**config.mk**
```make
export PLATFORM = sky130hd
export DESIGN_NAME = spq_exec_unit
export DESIGN_NICKNAME = d
export VERILOG_FILES = /design/src/rtl/spq_pkg.sv /design/src/rtl/spq_exec_unit.sv
export SDC_FILE = /design/constraint.sdc
export NUM_CORES = 2
export LEC_CHECK = 0
export BUFFER_PORTS_ARGS = -buffer_cell sky130_fd_sc_hd__buf_2
export CAP_MARGIN = 10
export CORE_MARGIN = 5
export CORE_UTILIZATION = 25
export CTS_BUF_LIST = sky130_fd_sc_hd__clkbuf_16
export DETAILED_ROUTE_END_ITERATION = 8
export GPL_TIMING_DRIVEN = 1
export PLACE_DENSITY = 0.41
export SYNTH_ARGS = -nofsm -noshare
export SYNTH_HDL_FRONTEND = slang
export SYNTH_SLANG_ARGS = --single-unit
export TNS_END_PERCENT = 20
```
**constraint.sdc**
```tcl
create_clock -name hclk -period 10.9 [get_ports hclk]
set_clock_uncertainty 0.2 [all_clocks]
set_input_delay 2.18 -clock hclk [delete_from_list [all_inputs] [get_ports hclk]]
set_output_delay 2.18 -clock hclk [all_outputs]
set_load 0.01 [all_outputs]
```
**src/rtl/spq_pkg.sv**
```systemverilog
// Shared constants and types for the push, program-write and multiply-accumulate unit
`default_nettype none
package spq_pkg;
  // ==========================================================================
  // Register offsets
  localparam logic [7:0] OFS_INSTR = 8'h00;
  localparam logic [7:0] OFS_CTRL = 8'h04;
  localparam logic [7:0] OFS_REPEAT = 8'h08;
  localparam logic [7:0] OFS_SP = 8'h0c;
  localparam logic [7:0] OFS_STATUS0 = 8'h10;
  localparam logic [7:0] OFS_MULT = 8'h14;
  localparam logic [7:0] OFS_ACC = 8'h18;
  localparam logic [7:0] OFS_PROD = 8'h1c;
  localparam logic [7:0] OFS_OPERAND = 8'h20;
  localparam logic [7:0] OFS_LOC7 = 8'h24;
  localparam logic [7:0] OFS_BUSY = 8'h28;
  localparam logic [7:0] OFS_XAR_BASE = 8'h40;
  localparam logic [7:0] OFS_XAR_LAST = 8'h5c;
  // ==========================================================================
  // Field positions and reset values
  localparam int CTRL_OBJ = 0;
  localparam int CTRL_SAT = 1;
  localparam int CTRL_LOC7 = 2;
  localparam int CTRL_PSM_LSB = 4;
  localparam int PSM_W = 4;
  localparam int ST_C = 0;
  localparam int ST_Z = 1;
  localparam int ST_N = 2;
  localparam int ST_V = 3;
  localparam int ST_OFLCNT_LSB = 10;
  localparam int OFLCNT_W = 6;
  localparam int BUSY_UNK = 1;
  localparam logic [31:0] CTRL_RST = 32'h0000_0000;
  localparam logic [15:0] SP_RST = 16'h0400;
  localparam int PROG_AW = 22;
  localparam logic [31:0] ACC_MAX_POS = 32'h7fff_ffff;
  localparam logic [31:0] ACC_MAX_NEG = 32'h8000_0000;
  // ==========================================================================
  // Encodings
  localparam logic [15:0] OPC_PUSH_TST0 = 16'h7619;
  localparam logic [15:0] OPC_PUSH_MULT = 16'habbd;
  localparam logic [7:0] OPC_XAR_LO = 8'hbd;
  localparam logic [7:0] OPC_AP0 = 8'h3a;
  localparam logic [7:0] OPC_AP1 = 8'hb2;
  localparam logic [7:0] OPC_AP2 = 8'haa;
  localparam logic [7:0] OPC_AP3 = 8'ha2;
  localparam logic [7:0] OPC_AP4 = 8'ha8;
  localparam logic [7:0] OPC_AP5 = 8'ha0;
  localparam logic [7:0] OPC_AP6 = 8'hc2;
  localparam logic [7:0] OPC_AP7 = 8'hc3;
  localparam logic [7:0] OPC_PWRITE = 8'h26;
  localparam logic [15:0] OPC_QMAC_W1 = 16'h564f;
  localparam logic [7:0] OPC_QMAC = 8'hc7;
  localparam logic [7:0] OPC_QMAC_INC = 8'h87;
  // ==========================================================================
  // Timing and steps
  localparam logic [2:0] PWRITE_LAT = 3'd4;
  localparam logic [15:0] SP_STEP = 16'h0002;
  localparam logic [21:0] PWR_STEP = 22'h000001;
  localparam logic [21:0] QMAC_STEP = 22'h000002;
  typedef enum logic [2:0] {
    OP_NONE, OP_PUSH_TST0, OP_PUSH_XAR, OP_PUSH_MULT, OP_PWRITE, OP_QMAC, OP_QMAC_INC
  } spq_op_type;
  typedef enum logic [1:0] {ST_IDLE, ST_DELAY, ST_ISSUE, ST_WAIT} spq_state_type;
endpackage
`default_nettype wire

```
**src/rtl/spq_exec_unit.sv**
```systemverilog
// Execution unit for stack pushes, program-space writes and upper-half multiply-accumulate
`timescale 1ns/10ps
`default_nettype none
// Overview of operation
// - Status/multiplicand push writes status then upper multiplicand half, SP plus two.
// - Auxiliary pointer push stores 32 bits at SP, SP plus two, one memory write.
// - Pointer zero to five pushes decode only when object code mode is one.
// - Pointer six and seven pushes decode in either object code mode.
// - Pushes ignore repeat, clear the repeat counter and leave flags alone.
// - Multiplicand push stores 32 bits at SP, SP plus two.
// - Program write copies the operand to program word at pointer seven.
// - Repeated program write runs N+1 times through a shadow address plus one.
// - Pointer seven reaches the full 22-bit program range.
// - Program accesses through pointer seven may reach data inside program range.
// - Operand field change to pointer seven wins over the post-increment.
// - Multiply-accumulate decodes only in mode one, two forms, repeatable.
// - Add shifted product to accumulator, then keep upper product half.
// - Post-increment form advances pointer seven by two per fetch.
// - Accumulator as repeated data operand is not trapped.
// - Zero flag from accumulator, negative flag from accumulator bit 31.
// - Carry flag follows the carry of the accumulate addition.
// - Overflow flag set on overflow, otherwise unchanged.
// - Without saturation the overflow counter steps up or down on overflow.
// - With saturation an overflowing accumulator clamps to the extreme values.
// - Product shift: positive logical left, negative arithmetic right.
// - Repeated accumulate runs N+1 times; overflow flag sticky across iterations.
module spq_exec_unit
  import spq_pkg::*;
(
  input wire logic hclk,
  input wire logic hresetn,
  input wire logic hsel,
  input wire logic [31:0] haddr,
  input wire logic [1:0] htrans,
  input wire logic hwrite,
  input wire logic [2:0] hsize,
  input wire logic [31:0] hwdata,
  input wire logic hready,
  output logic [31:0] hrdata,
  output logic hreadyout,
  output logic hresp,
  output logic mem_valid,
  output logic mem_write,
  output logic mem_prog,
  output logic mem_wide,
  output logic [21:0] mem_addr,
  output logic [31:0] mem_wdata,
  input wire logic mem_ready,
  input wire logic [31:0] mem_rdata,
  output logic busy
);
  // ==========================================================================
  // Decoding
  function automatic spq_op_type decode(input logic [31:0] w, input logic obj);
    logic xar_hi;
    xar_hi = w[15:8] inside {OPC_AP0, OPC_AP1, OPC_AP2, OPC_AP3, OPC_AP4, OPC_AP5};
    decode = OP_NONE;
    if (w[31:16] == 16'h0000) begin
      if (w[15:0] == OPC_PUSH_TST0) decode = OP_PUSH_TST0;
      else if (w[15:0] == OPC_PUSH_MULT) decode = OP_PUSH_MULT;
      else if (w[7:0] == OPC_XAR_LO && xar_hi && obj) decode = OP_PUSH_XAR;
      else if (w[7:0] == OPC_XAR_LO && w[15:8] inside {OPC_AP6, OPC_AP7})
        decode = OP_PUSH_XAR;
      else if (w[15:8] == OPC_PWRITE) decode = OP_PWRITE;
    end else if (w[31:16] == OPC_QMAC_W1 && obj) begin
      if (w[15:8] == OPC_QMAC) decode = OP_QMAC;
      else if (w[15:8] == OPC_QMAC_INC) decode = OP_QMAC_INC;
    end
  endfunction

  function automatic logic [2:0] xar_index(input logic [7:0] hi);
    unique case (hi)
      OPC_AP0: xar_index = 3'd0;
      OPC_AP1: xar_index = 3'd1;
      OPC_AP2: xar_index = 3'd2;
      OPC_AP3: xar_index = 3'd3;
      OPC_AP4: xar_index = 3'd4;
      OPC_AP5: xar_index = 3'd5;
      OPC_AP6: xar_index = 3'd6;
      default: xar_index = 3'd7;
    endcase
  endfunction

  // ==========================================================================
  // Bus slave
  logic wr_q, rd_sel;
  logic [7:0] addr_q;
  logic [31:0] rd_d, hrdata_q;
  logic [31:0] ctrl_q, acc_q, p_q, mult_q, operand_q, loc7_q, instr_q;
  logic [15:0] sp_q, status_q, rep_cnt_q;
  logic rep_pend_q, unk_q;
  logic [31:0] xar_q [8];
  spq_state_type state_q;
  spq_op_type op_q;

  assign hreadyout = 1'b1;
  assign hresp = 1'b0;
  assign hrdata = hrdata_q;
  assign rd_sel = hsel && htrans[1] && hready && !hwrite;

  always_ff @(posedge hclk or negedge hresetn) begin
    if (!hresetn) begin
      wr_q <= 1'b0;
      addr_q <= 8'h00;
      hrdata_q <= 32'h0000_0000;
    end else begin
      wr_q <= hsel && htrans[1] && hready && hwrite;
      if (hsel && htrans[1] && hready) addr_q <= haddr[7:0];
      if (rd_sel) hrdata_q <= rd_d;
    end
  end

  always_comb begin
    rd_d = 32'h0000_0000;
    unique case (haddr[7:0])
      OFS_INSTR: rd_d = instr_q;
      OFS_CTRL: rd_d = ctrl_q;
      OFS_REPEAT: rd_d = {15'h0000, rep_pend_q, rep_cnt_q};
      OFS_SP: rd_d = {16'h0000, sp_q};
      OFS_STATUS0: rd_d = {16'h0000, status_q};
      OFS_MULT: rd_d = mult_q;
      OFS_ACC: rd_d = acc_q;
      OFS_PROD: rd_d = p_q;
      OFS_OPERAND: rd_d = operand_q;
      OFS_LOC7: rd_d = loc7_q;
      OFS_BUSY: rd_d = {30'h0000_0000, unk_q, busy};
      default: if (haddr[7:0] >= OFS_XAR_BASE && haddr[7:0] <= OFS_XAR_LAST) rd_d = xar_q[haddr[4:2]];
    endcase
  end

  logic sw_wr, start;
  spq_op_type dec_op;
  assign busy = state_q != ST_IDLE;
  assign sw_wr = wr_q && !busy;
  assign dec_op = decode(hwdata, ctrl_q[CTRL_OBJ]);
  assign start = sw_wr && addr_q == OFS_INSTR;

  // ==========================================================================
  // Control registers
  always_ff @(posedge hclk or negedge hresetn) begin
    if (!hresetn) begin
      ctrl_q <= CTRL_RST;
      mult_q <= 32'h0000_0000;
      operand_q <= 32'h0000_0000;
      loc7_q <= 32'h0000_0000;
      instr_q <= 32'h0000_0000;
      unk_q <= 1'b0;
    end else if (sw_wr) begin
      if (addr_q == OFS_CTRL) ctrl_q <= hwdata;
      if (addr_q == OFS_MULT) mult_q <= hwdata;
      if (addr_q == OFS_OPERAND) operand_q <= hwdata;
      if (addr_q == OFS_LOC7) loc7_q <= hwdata;
      if (start) begin
        instr_q <= hwdata;
        unk_q <= dec_op == OP_NONE;
      end
    end
  end

  // ==========================================================================
  // Sequencer
  logic [15:0] iter_q;
  logic [21:0] shadow_q;
  logic [2:0] dly_q, xidx_q;
  logic step, last, is_push, is_mac;
  assign step = state_q == ST_WAIT && mem_ready;
  assign last = iter_q == 16'h0000;
  assign is_push = op_q inside {OP_PUSH_TST0, OP_PUSH_XAR, OP_PUSH_MULT};
  assign is_mac = op_q inside {OP_QMAC, OP_QMAC_INC};

  always_ff @(posedge hclk or negedge hresetn) begin
    if (!hresetn) begin
      state_q <= ST_IDLE;
      op_q <= OP_NONE;
      iter_q <= 16'h0000;
      shadow_q <= 22'h000000;
      dly_q <= 3'd0;
      xidx_q <= 3'd0;
    end else begin
      unique case (state_q)
        ST_IDLE: if (start && dec_op != OP_NONE) begin
          op_q <= dec_op;
          xidx_q <= xar_index(hwdata[15:8]);
          iter_q <= rep_pend_q ? rep_cnt_q : 16'h0000;
          shadow_q <= xar_q[7][21:0];
          dly_q <= dec_op == OP_PWRITE ? PWRITE_LAT - 3'd1 : 3'd0;
          state_q <= dec_op inside {OP_PWRITE, OP_QMAC, OP_QMAC_INC} ? ST_DELAY : ST_ISSUE;
        end
        ST_DELAY: begin
          dly_q <= dly_q - 3'd1;
          if (dly_q == 3'd0) state_q <= ST_ISSUE;
        end
        ST_ISSUE: state_q <= ST_WAIT;
        ST_WAIT: if (mem_ready) begin
          if (op_q == OP_PWRITE) shadow_q <= shadow_q + PWR_STEP;
          if (op_q == OP_QMAC_INC) shadow_q <= shadow_q + QMAC_STEP;
          if (is_push || last) state_q <= ST_IDLE;
          else begin
            iter_q <= iter_q - 16'h0001;
            state_q <= ST_ISSUE;
          end
        end
      endcase
    end
  end

  always_ff @(posedge hclk or negedge hresetn) begin
    if (!hresetn) begin
      rep_cnt_q <= 16'h0000;
      rep_pend_q <= 1'b0;
    end else if (start) begin
      rep_cnt_q <= 16'h0000;
      rep_pend_q <= 1'b0;
    end else if (sw_wr && addr_q == OFS_REPEAT) begin
      rep_cnt_q <= hwdata[15:0];
      rep_pend_q <= 1'b1;
    end
  end

  // ==========================================================================
  // Memory port
  always_ff @(posedge hclk or negedge hresetn) begin
    if (!hresetn) begin
      mem_valid <= 1'b0;
      mem_write <= 1'b0;
      mem_prog <= 1'b0;
      mem_wide <= 1'b0;
      mem_addr <= 22'h000000;
      mem_wdata <= 32'h0000_0000;
    end else if (state_q == ST_ISSUE) begin
      mem_valid <= 1'b1;
      mem_write <= !is_mac;
      mem_prog <= !is_push;
      mem_wide <= op_q != OP_PWRITE;
      mem_addr <= is_push ? {6'h00, sp_q} : shadow_q;
      unique case (op_q)
        OP_PUSH_TST0: mem_wdata <= {mult_q[31:16], status_q};
        OP_PUSH_XAR: mem_wdata <= xar_q[xidx_q];
        OP_PUSH_MULT: mem_wdata <= mult_q;
        OP_PWRITE: mem_wdata <= {16'h0000, operand_q[15:0]};
        default: mem_wdata <= 32'h0000_0000;
      endcase
    end else if (mem_ready) begin
      mem_valid <= 1'b0;
    end
  end

  // ==========================================================================
  // Stack pointer and auxiliary pointers
  always_ff @(posedge hclk or negedge hresetn) begin
    if (!hresetn) sp_q <= SP_RST;
    else if (step && is_push) sp_q <= sp_q + SP_STEP;
    else if (sw_wr && addr_q == OFS_SP) sp_q <= hwdata[15:0];
  end

  logic ptr_done;
  assign ptr_done = step && last && (op_q == OP_PWRITE || is_mac);
  always_ff @(posedge hclk or negedge hresetn) begin
    if (!hresetn) begin
      for (int i = 0; i < 8; i++) xar_q[i] <= 32'h0000_0000;
    end else if (ptr_done && ctrl_q[CTRL_LOC7]) begin
      xar_q[7] <= loc7_q;
    end else if (ptr_done && op_q == OP_QMAC_INC) begin
      xar_q[7] <= {10'h000, shadow_q + QMAC_STEP};
    end else if (sw_wr && addr_q >= OFS_XAR_BASE && addr_q <= OFS_XAR_LAST) begin
      xar_q[addr_q[4:2]] <= hwdata;
    end
  end

  // ==========================================================================
  // Multiply-accumulate datapath
  logic signed [PSM_W-1:0] psm;
  logic [PSM_W-1:0] psm_mag;
  logic [31:0] sh, res, acc_new;
  logic signed [31:0] sh_right;
  logic [32:0] sum;
  logic [63:0] prod;
  logic ovf, pos_ovf;
  always_comb begin
    psm = ctrl_q[CTRL_PSM_LSB +: PSM_W];
    psm_mag = psm[PSM_W-1] ? PSM_W'(~psm + 1'b1) : psm;
    sh_right = $signed(p_q) >>> psm_mag;
    sh = psm[PSM_W-1] ? sh_right : p_q << psm_mag;
    sum = {1'b0, acc_q} + {1'b0, sh};
    res = sum[31:0];
    ovf = acc_q[31] == sh[31] && res[31] != acc_q[31];
    pos_ovf = ovf && !acc_q[31];
    acc_new = ovf && ctrl_q[CTRL_SAT] ? (pos_ovf ? ACC_MAX_POS : ACC_MAX_NEG) : res;
    prod = $signed({{32{operand_q[31]}}, operand_q})
      * $signed({{32{mem_rdata[31]}}, mem_rdata});
  end

  logic mac_step;
  assign mac_step = step && is_mac;
  always_ff @(posedge hclk or negedge hresetn) begin
    if (!hresetn) begin
      acc_q <= 32'h0000_0000;
      p_q <= 32'h0000_0000;
      status_q <= 16'h0000;
    end else if (mac_step) begin
      acc_q <= acc_new;
      p_q <= prod[63:32];
      status_q[ST_Z] <= acc_new == 32'h0000_0000;
      status_q[ST_N] <= acc_new[31];
      status_q[ST_C] <= sum[32];
      if (ovf) status_q[ST_V] <= 1'b1;
      if (ovf && !ctrl_q[CTRL_SAT]) begin
        status_q[ST_OFLCNT_LSB +: OFLCNT_W] <= pos_ovf ?
          status_q[ST_OFLCNT_LSB +: OFLCNT_W] + 6'h01 :
          status_q[ST_OFLCNT_LSB +: OFLCNT_W] - 6'h01;
      end
    end else if (sw_wr) begin
      if (addr_q == OFS_ACC) acc_q <= hwdata;
      if (addr_q == OFS_PROD) p_q <= hwdata;
      if (addr_q == OFS_STATUS0) status_q <= hwdata[15:0];
    end
  end
endmodule // spq_exec_unit
`default_nettype wire

```
Word-level counts from Yosys, hierarchy flattened
Index checks and enable logic that the tools add are counted.

Register bits after elaboration: 678. Input bits: 107. Output and inout bits: 93. Logic and storage cells: 269.

Add/sub/neg operators: 9. Multiply operators: 1. Magnitude comparators: 8. Eq/ne operators: 56. Shift-type cells: 2. Mux-type cells: 70. Bitwise logic cells: 7. Reduce and logical (&&, ||, !) cells: 78.

Operators with widths (count): 32-bit 2-to-1 mux (18); 32-bit one-hot mux with 11 select lines (1); 256-bit bitwise mux (1); 32-bit binary-select mux with 3-bit select (2); 16-bit 2-to-1 mux (10); 32-bit one-hot mux with 4 select lines (1); 22-bit 2-to-1 mux (5); 32-bit demux with 3-bit select (1); 8-bit equality test, second input constant (10); 8-bit by 5-bit equality test with 1-bit output, second input constant (8); 32-bit by 32-bit multiplier with 64-bit output (1); 8-bit by 6-bit equality test with 1-bit output, second input constant (7); 22-bit one-hot mux with 2 select lines (1); 32-bit by 32-bit adder with 33-bit output (1); 16-bit by 15-bit equality test with 1-bit output, second input constant (2); 8-bit by 4-bit equality test with 1-bit output, second input constant (4); 16-bit logical NOT (2); 32-bit logical NOT (1); 16-bit one-hot mux with 2 select lines (1); 32-bit by 4-bit << shifter with 32-bit output (1); 32-bit by 4-bit >>> shifter with 32-bit output (1); 3-bit 2-to-1 mux (10); 1-bit logical AND (28); 2-bit nonzero test (12); 45 further kinds (102).

Logic depth before layout (Yosys ltp)
Depth in word-level cells: 13. Depth in mapped cells: 32. Gate-level depth less buffers: 28.

Least setup slack after synthesis
OpenSTA, ideal clock, no wires.

Path type: input port to flip-flop. From: input mem_rdata[2]. To: register p_q[23]. Setup time: 77 ps. Arrival: 9382 ps. Required time: 10623 ps. Setup slack: 1240 ps. Stages on the path: 24. Path buffers: 1. Path through: clkbuf_1 -> nand2_1 -> inv_1 -> fa_1 -> fa_1 -> fa_1 -> fa_1 -> inv_1 -> fa_1 -> inv_1 -> fa_1 -> fa_1 -> fa_1 -> ha_1 -> o21a_1 -> nor2_1 -> or2_2 -> o221ai_1 -> a21o_1 -> a41oi_1 -> o31ai_1 -> a31oi_1 -> xor2_1 -> a21oi_1.

Word-level cells in the longest chain between the ends: 2.

RTL lines: start: declaration (line spq_exec_unit.sv:49) `input wire logic [31:0] mem_rdata,`; 32-bit by 32-bit multiplier with 64-bit output (line spq_exec_unit.sv:290) `* $signed({{32{mem_rdata[31]}}, mem_rdata});`; 32-bit 2-to-1 mux (line spq_exec_unit.sv:300) `end else if (mac_step) begin`; end signal: assignment (line spq_exec_unit.sv:302) `p_q <= prod[63:32];`; end signal: assignment (line spq_exec_unit.sv:314) `if (addr_q == OFS_PROD) p_q <= hwdata;`; end: declaration (line spq_exec_unit.sv:89) `logic [31:0] ctrl_q, acc_q, p_q, mult_q, operand_q, loc7_q, instr_q;`.

No other way between the ends. A chain may end at the register's enable or synchronous reset.

Final worst setup path
From: input mem_rdata[2]. To: register p_q[30].

Same word-level chain as after synthesis.

==> flow_metrics.env <==
export IMPL_synth_simple_area_share=0.133
export IMPL_tns_ns=0
export IMPL_die_y_um=558
export IMPL_postSynthAreaPerCell_sq_um=9.99
export IMPL_power_leakage_uw=0.0383
export IMPL_synth_edf_count=0
export IMPL_antenna_left=0
export IMPL_cts_max_path_buffers=3
export IMPL_clkSinkCount=678
export IMPL_criticalPathCategory="in -> reg"
export IMPL_cts_htree_levels=3
export IMPL_grt_pass1_wl_mm=408
export IMPL_ys_ff_latch=678
export IMPL_fin_nets=8811
export IMPL_gr_total_overflow=0
export IMPL_yosysSeqAreaShare=0.226
export IMPL_slew_headroom=0.191
export IMPL_area_growth_pct=10.6
export IMPL_fin_crit_ns=9.71
export IMPL_synth_xor_area_frac=0.0112
export IMPL_numCtsBuffers=84
export IMPL_hold_class="reg -> reg"
export IMPL_synth_flop_cell="dfrtp_1"
export IMPL_fin_crit_sh=0.891
export IMPL_drtIter0Drc=3795
export IMPL_synthTopCellsByArea="fa_1 29%, dfrtp_1 23%, mux2_2 5.0%"
export IMPL_grtUsageTotal=0.173
export IMPL_worstSetupEndpointType="register"
export IMPL_yosysMostFrequentCell="fa_1"
export IMPL_worstMarginPinSlew_ns=1.20
export IMPL_synth_top_area_frac=0.289
export IMPL_critPathMaxStageDelay_ns=0.62
export IMPL_finalMaxSlewViolations=0
export IMPL_rsz0062_at_grt="false"
export IMPL_root_buffer="clkbuf_16"
export IMPL_fmax_mhz=103
export IMPL_avgViaCountPerCell=4.88
export IMPL_postSynthCellCount=7525
export IMPL_hpwl_mm=205
export IMPL_dr_total_vias=55745
export IMPL_synthAdderAreaFrac=0.326
export IMPL_place_ws_ns=0.494
export IMPL_async_flop_share=1.00
export IMPL_cp_required_ns=11.24
export IMPL_muxShareOfSynthArea=0.135
export IMPL_synth_top_family_by_area="adder cells"
export IMPL_synth_compound_area_share=0.0910
export IMPL_clkTransAtPathRegs_ns=0.06
export IMPL_gp_congestion=0.867
export IMPL_io_pins=200
export IMPL_grt_max_degree=171
export IMPL_syn_nets=8942
export IMPL_setup_viol=0
export IMPL_syn_area_sq_um=75100
export IMPL_pwr_density_cell_nw_per_um2=102
export IMPL_die_w_um=558
export IMPL_die_area_sq_um=312000
export IMPL_core_area_sq_um=300000
export IMPL_critical_path_max_fanout=23
export IMPL_yosys_warnings=0
export IMPL_irDropWorstVdd_mv=0.103
export IMPL_port_buffers=169
export IMPL_dr_pass1_iters=8
export IMPL_maxCapViolCount=0
export IMPL_ys_top_cells_by_count="1083 x fa_1, 974 x inv_1, 929 x nand2_1"
export IMPL_setup_ws_ns=1.19
export IMPL_drcViolationCount=0
export IMPL_wl_per_cell_um=23.6
export IMPL_drive_gt1_frac=0.137
export IMPL_critPathMostFrequentCell="fa_1"
export IMPL_cts_tree="yes"
export IMPL_status="complete, no violations"
export IMPL_antenna_found_initial=36
export IMPL_yosys_area_top_type="fa_1"
export IMPL_cts_resized=0
export IMPL_arrival_ns=10.05
export IMPL_critPathSlowestCell="fa_1"
export IMPL_grt_pass1_vias=59461
export IMPL_finalHoldViolCount=0
export IMPL_rows=201
export IMPL_post_cts_buffers=0
export IMPL_postCtsHoldBufs=0
export IMPL_wirelength_mm=270
export IMPL_ys_types=95
export IMPL_clock_latency_ns=0.70
export IMPL_startpoint_type="input port"
export IMPL_start_util=0.251
worst paths after layout:
check | start | to | slack [ns] | cells after the start
worst max-delay path | mem_rdata[2] | p_q[30] | 1.19 | 26
worst min-delay path | hrdata[4] | hrdata[4] | 0.28 | 2
worst max register to register | operand_q[18] | p_q[30] | 1.80 | 25
worst min register to register | hrdata[4] | hrdata[4] | 0.28 | 2
max in group asynchronous | hresetn | operand_q[12] | 7.48 | 2
min in group asynchronous | hresetn | mem_wdata[21] | 1.33 | 1
report_power, final:
group	internal (uW)	switching [uW]
Combinational	906	1590
Clock	1710	1220
Sequential	2780	268
Total	5390	3080
cells in the final DEF, fill, tap and decap left out, drive strengths merged, types with 18 or more instances in the layout:
| master | instances |
|---|---|
| nand4 | 29 |
| a222oi | 29 |
| a22oi | 62 |
| and3 | 43 |
| o21a | 18 |
| o22ai | 32 |
| clkbuf | 88 |
| nor2b | 22 |
| a211oi | 55 |
| and2 | 532 |
| nand2 | 929 |
| fa | 1083 |
| mux2 | 453 |
| xnor2 | 58 |
| xor2 | 38 |
| nand3 | 88 |
| a22o | 18 |
| nor3 | 30 |
| buf | 339 |
| o21ai | 334 |
| nor2 | 247 |
| clkinv | 34 |
| nand2b | 48 |
| inv | 990 |
| mux4 | 147 |
| o211ai | 37 |
| a31oi | 61 |
| a21oi | 254 |
| a21o | 50 |
| mux2i | 171 |
| ha | 227 |
| dfrtp | 677 |
critical path: cells and delay by family:
kind / cells / cell delay (ns)
compound gates: 7 / 1.28
buf+inv: 7 / 1.56
simple gates: 2 / 0.30
xor+xnor: 1 / 0.17
fa+ha+maj: 9 / 4.54
state kept, by name, summed over array words and instances, names as in the netlist, 8 cells and up:
| register | flops |
|---|---|
| instr_q | 32 |
| mult_q | 32 |
| hrdata | 32 |
| operand_q | 32 |
| loc7_q | 32 |
| ctrl_q | 32 |
| mem_addr | 22 |
| acc_q | 32 |
| shadow_q | 22 |
| addr_q | 8 |
| xar_q | 256 |
| rep_cnt_q | 16 |
| mem_wdata | 32 |
| sp_q | 16 |
| p_q | 32 |
| status_q | 16 |
| iter_q | 16 |
per-layer routing:
metal | track usage | up-vias | wire length (um)
li1 | - | 24357 | -
met1 | 0.250 | 29647 | 126000
met2 | 0.277 | 1459 | 123000
met3 | 0.0228 | 274 | 14700
met4 | 0.0385 | 8 | 6140
met5 | 0 | - | 48
logic make-up after synthesis:
group           Yosys count
mux                     771
fa+ha+maj              1310
xor+xnor                 96
simple gates           2059
buf+inv                1532
flops                   678
compound gates         1077
other cells               2
per-stage QoR:
stage / util / power (uW) / hold WS (ns) / std cells / instance area [sq um]
finish: 0.278 / 8470 / 0.278 / 11428 / 83100
global route: 0.277 / 8950 / 0.306 / 11418 / 83100
CTS: 0.277 / 8580 / 0.283 / 11417 / 83100
detailed placement: 0.268 / 5590 / 0.269 / 11266 / 80300
global placement: 0.268 / 5570 / 0.262 / 11266 / 80300
floorplan: - / 4610 / 0.249 / 7525 / 75100
layout make-up:
| class | instances | area (sq um) |
|---|---|---|
| sequential | 678 | 17000 |
| multi-input combinational | 5315 | 52500 |
| tap | 3958 | 4950 |
| antenna | 11 | 27.5 |
| inverter | 975 | 3660 |
| timing repair buffer | 340 | 2210 |
| clock buffer | 87 | 2180 |
| clock inverter | 64 | 648 |
| fill | 31503 | 216000 |
No activity file was read; power rests on OpenSTA's default activity.
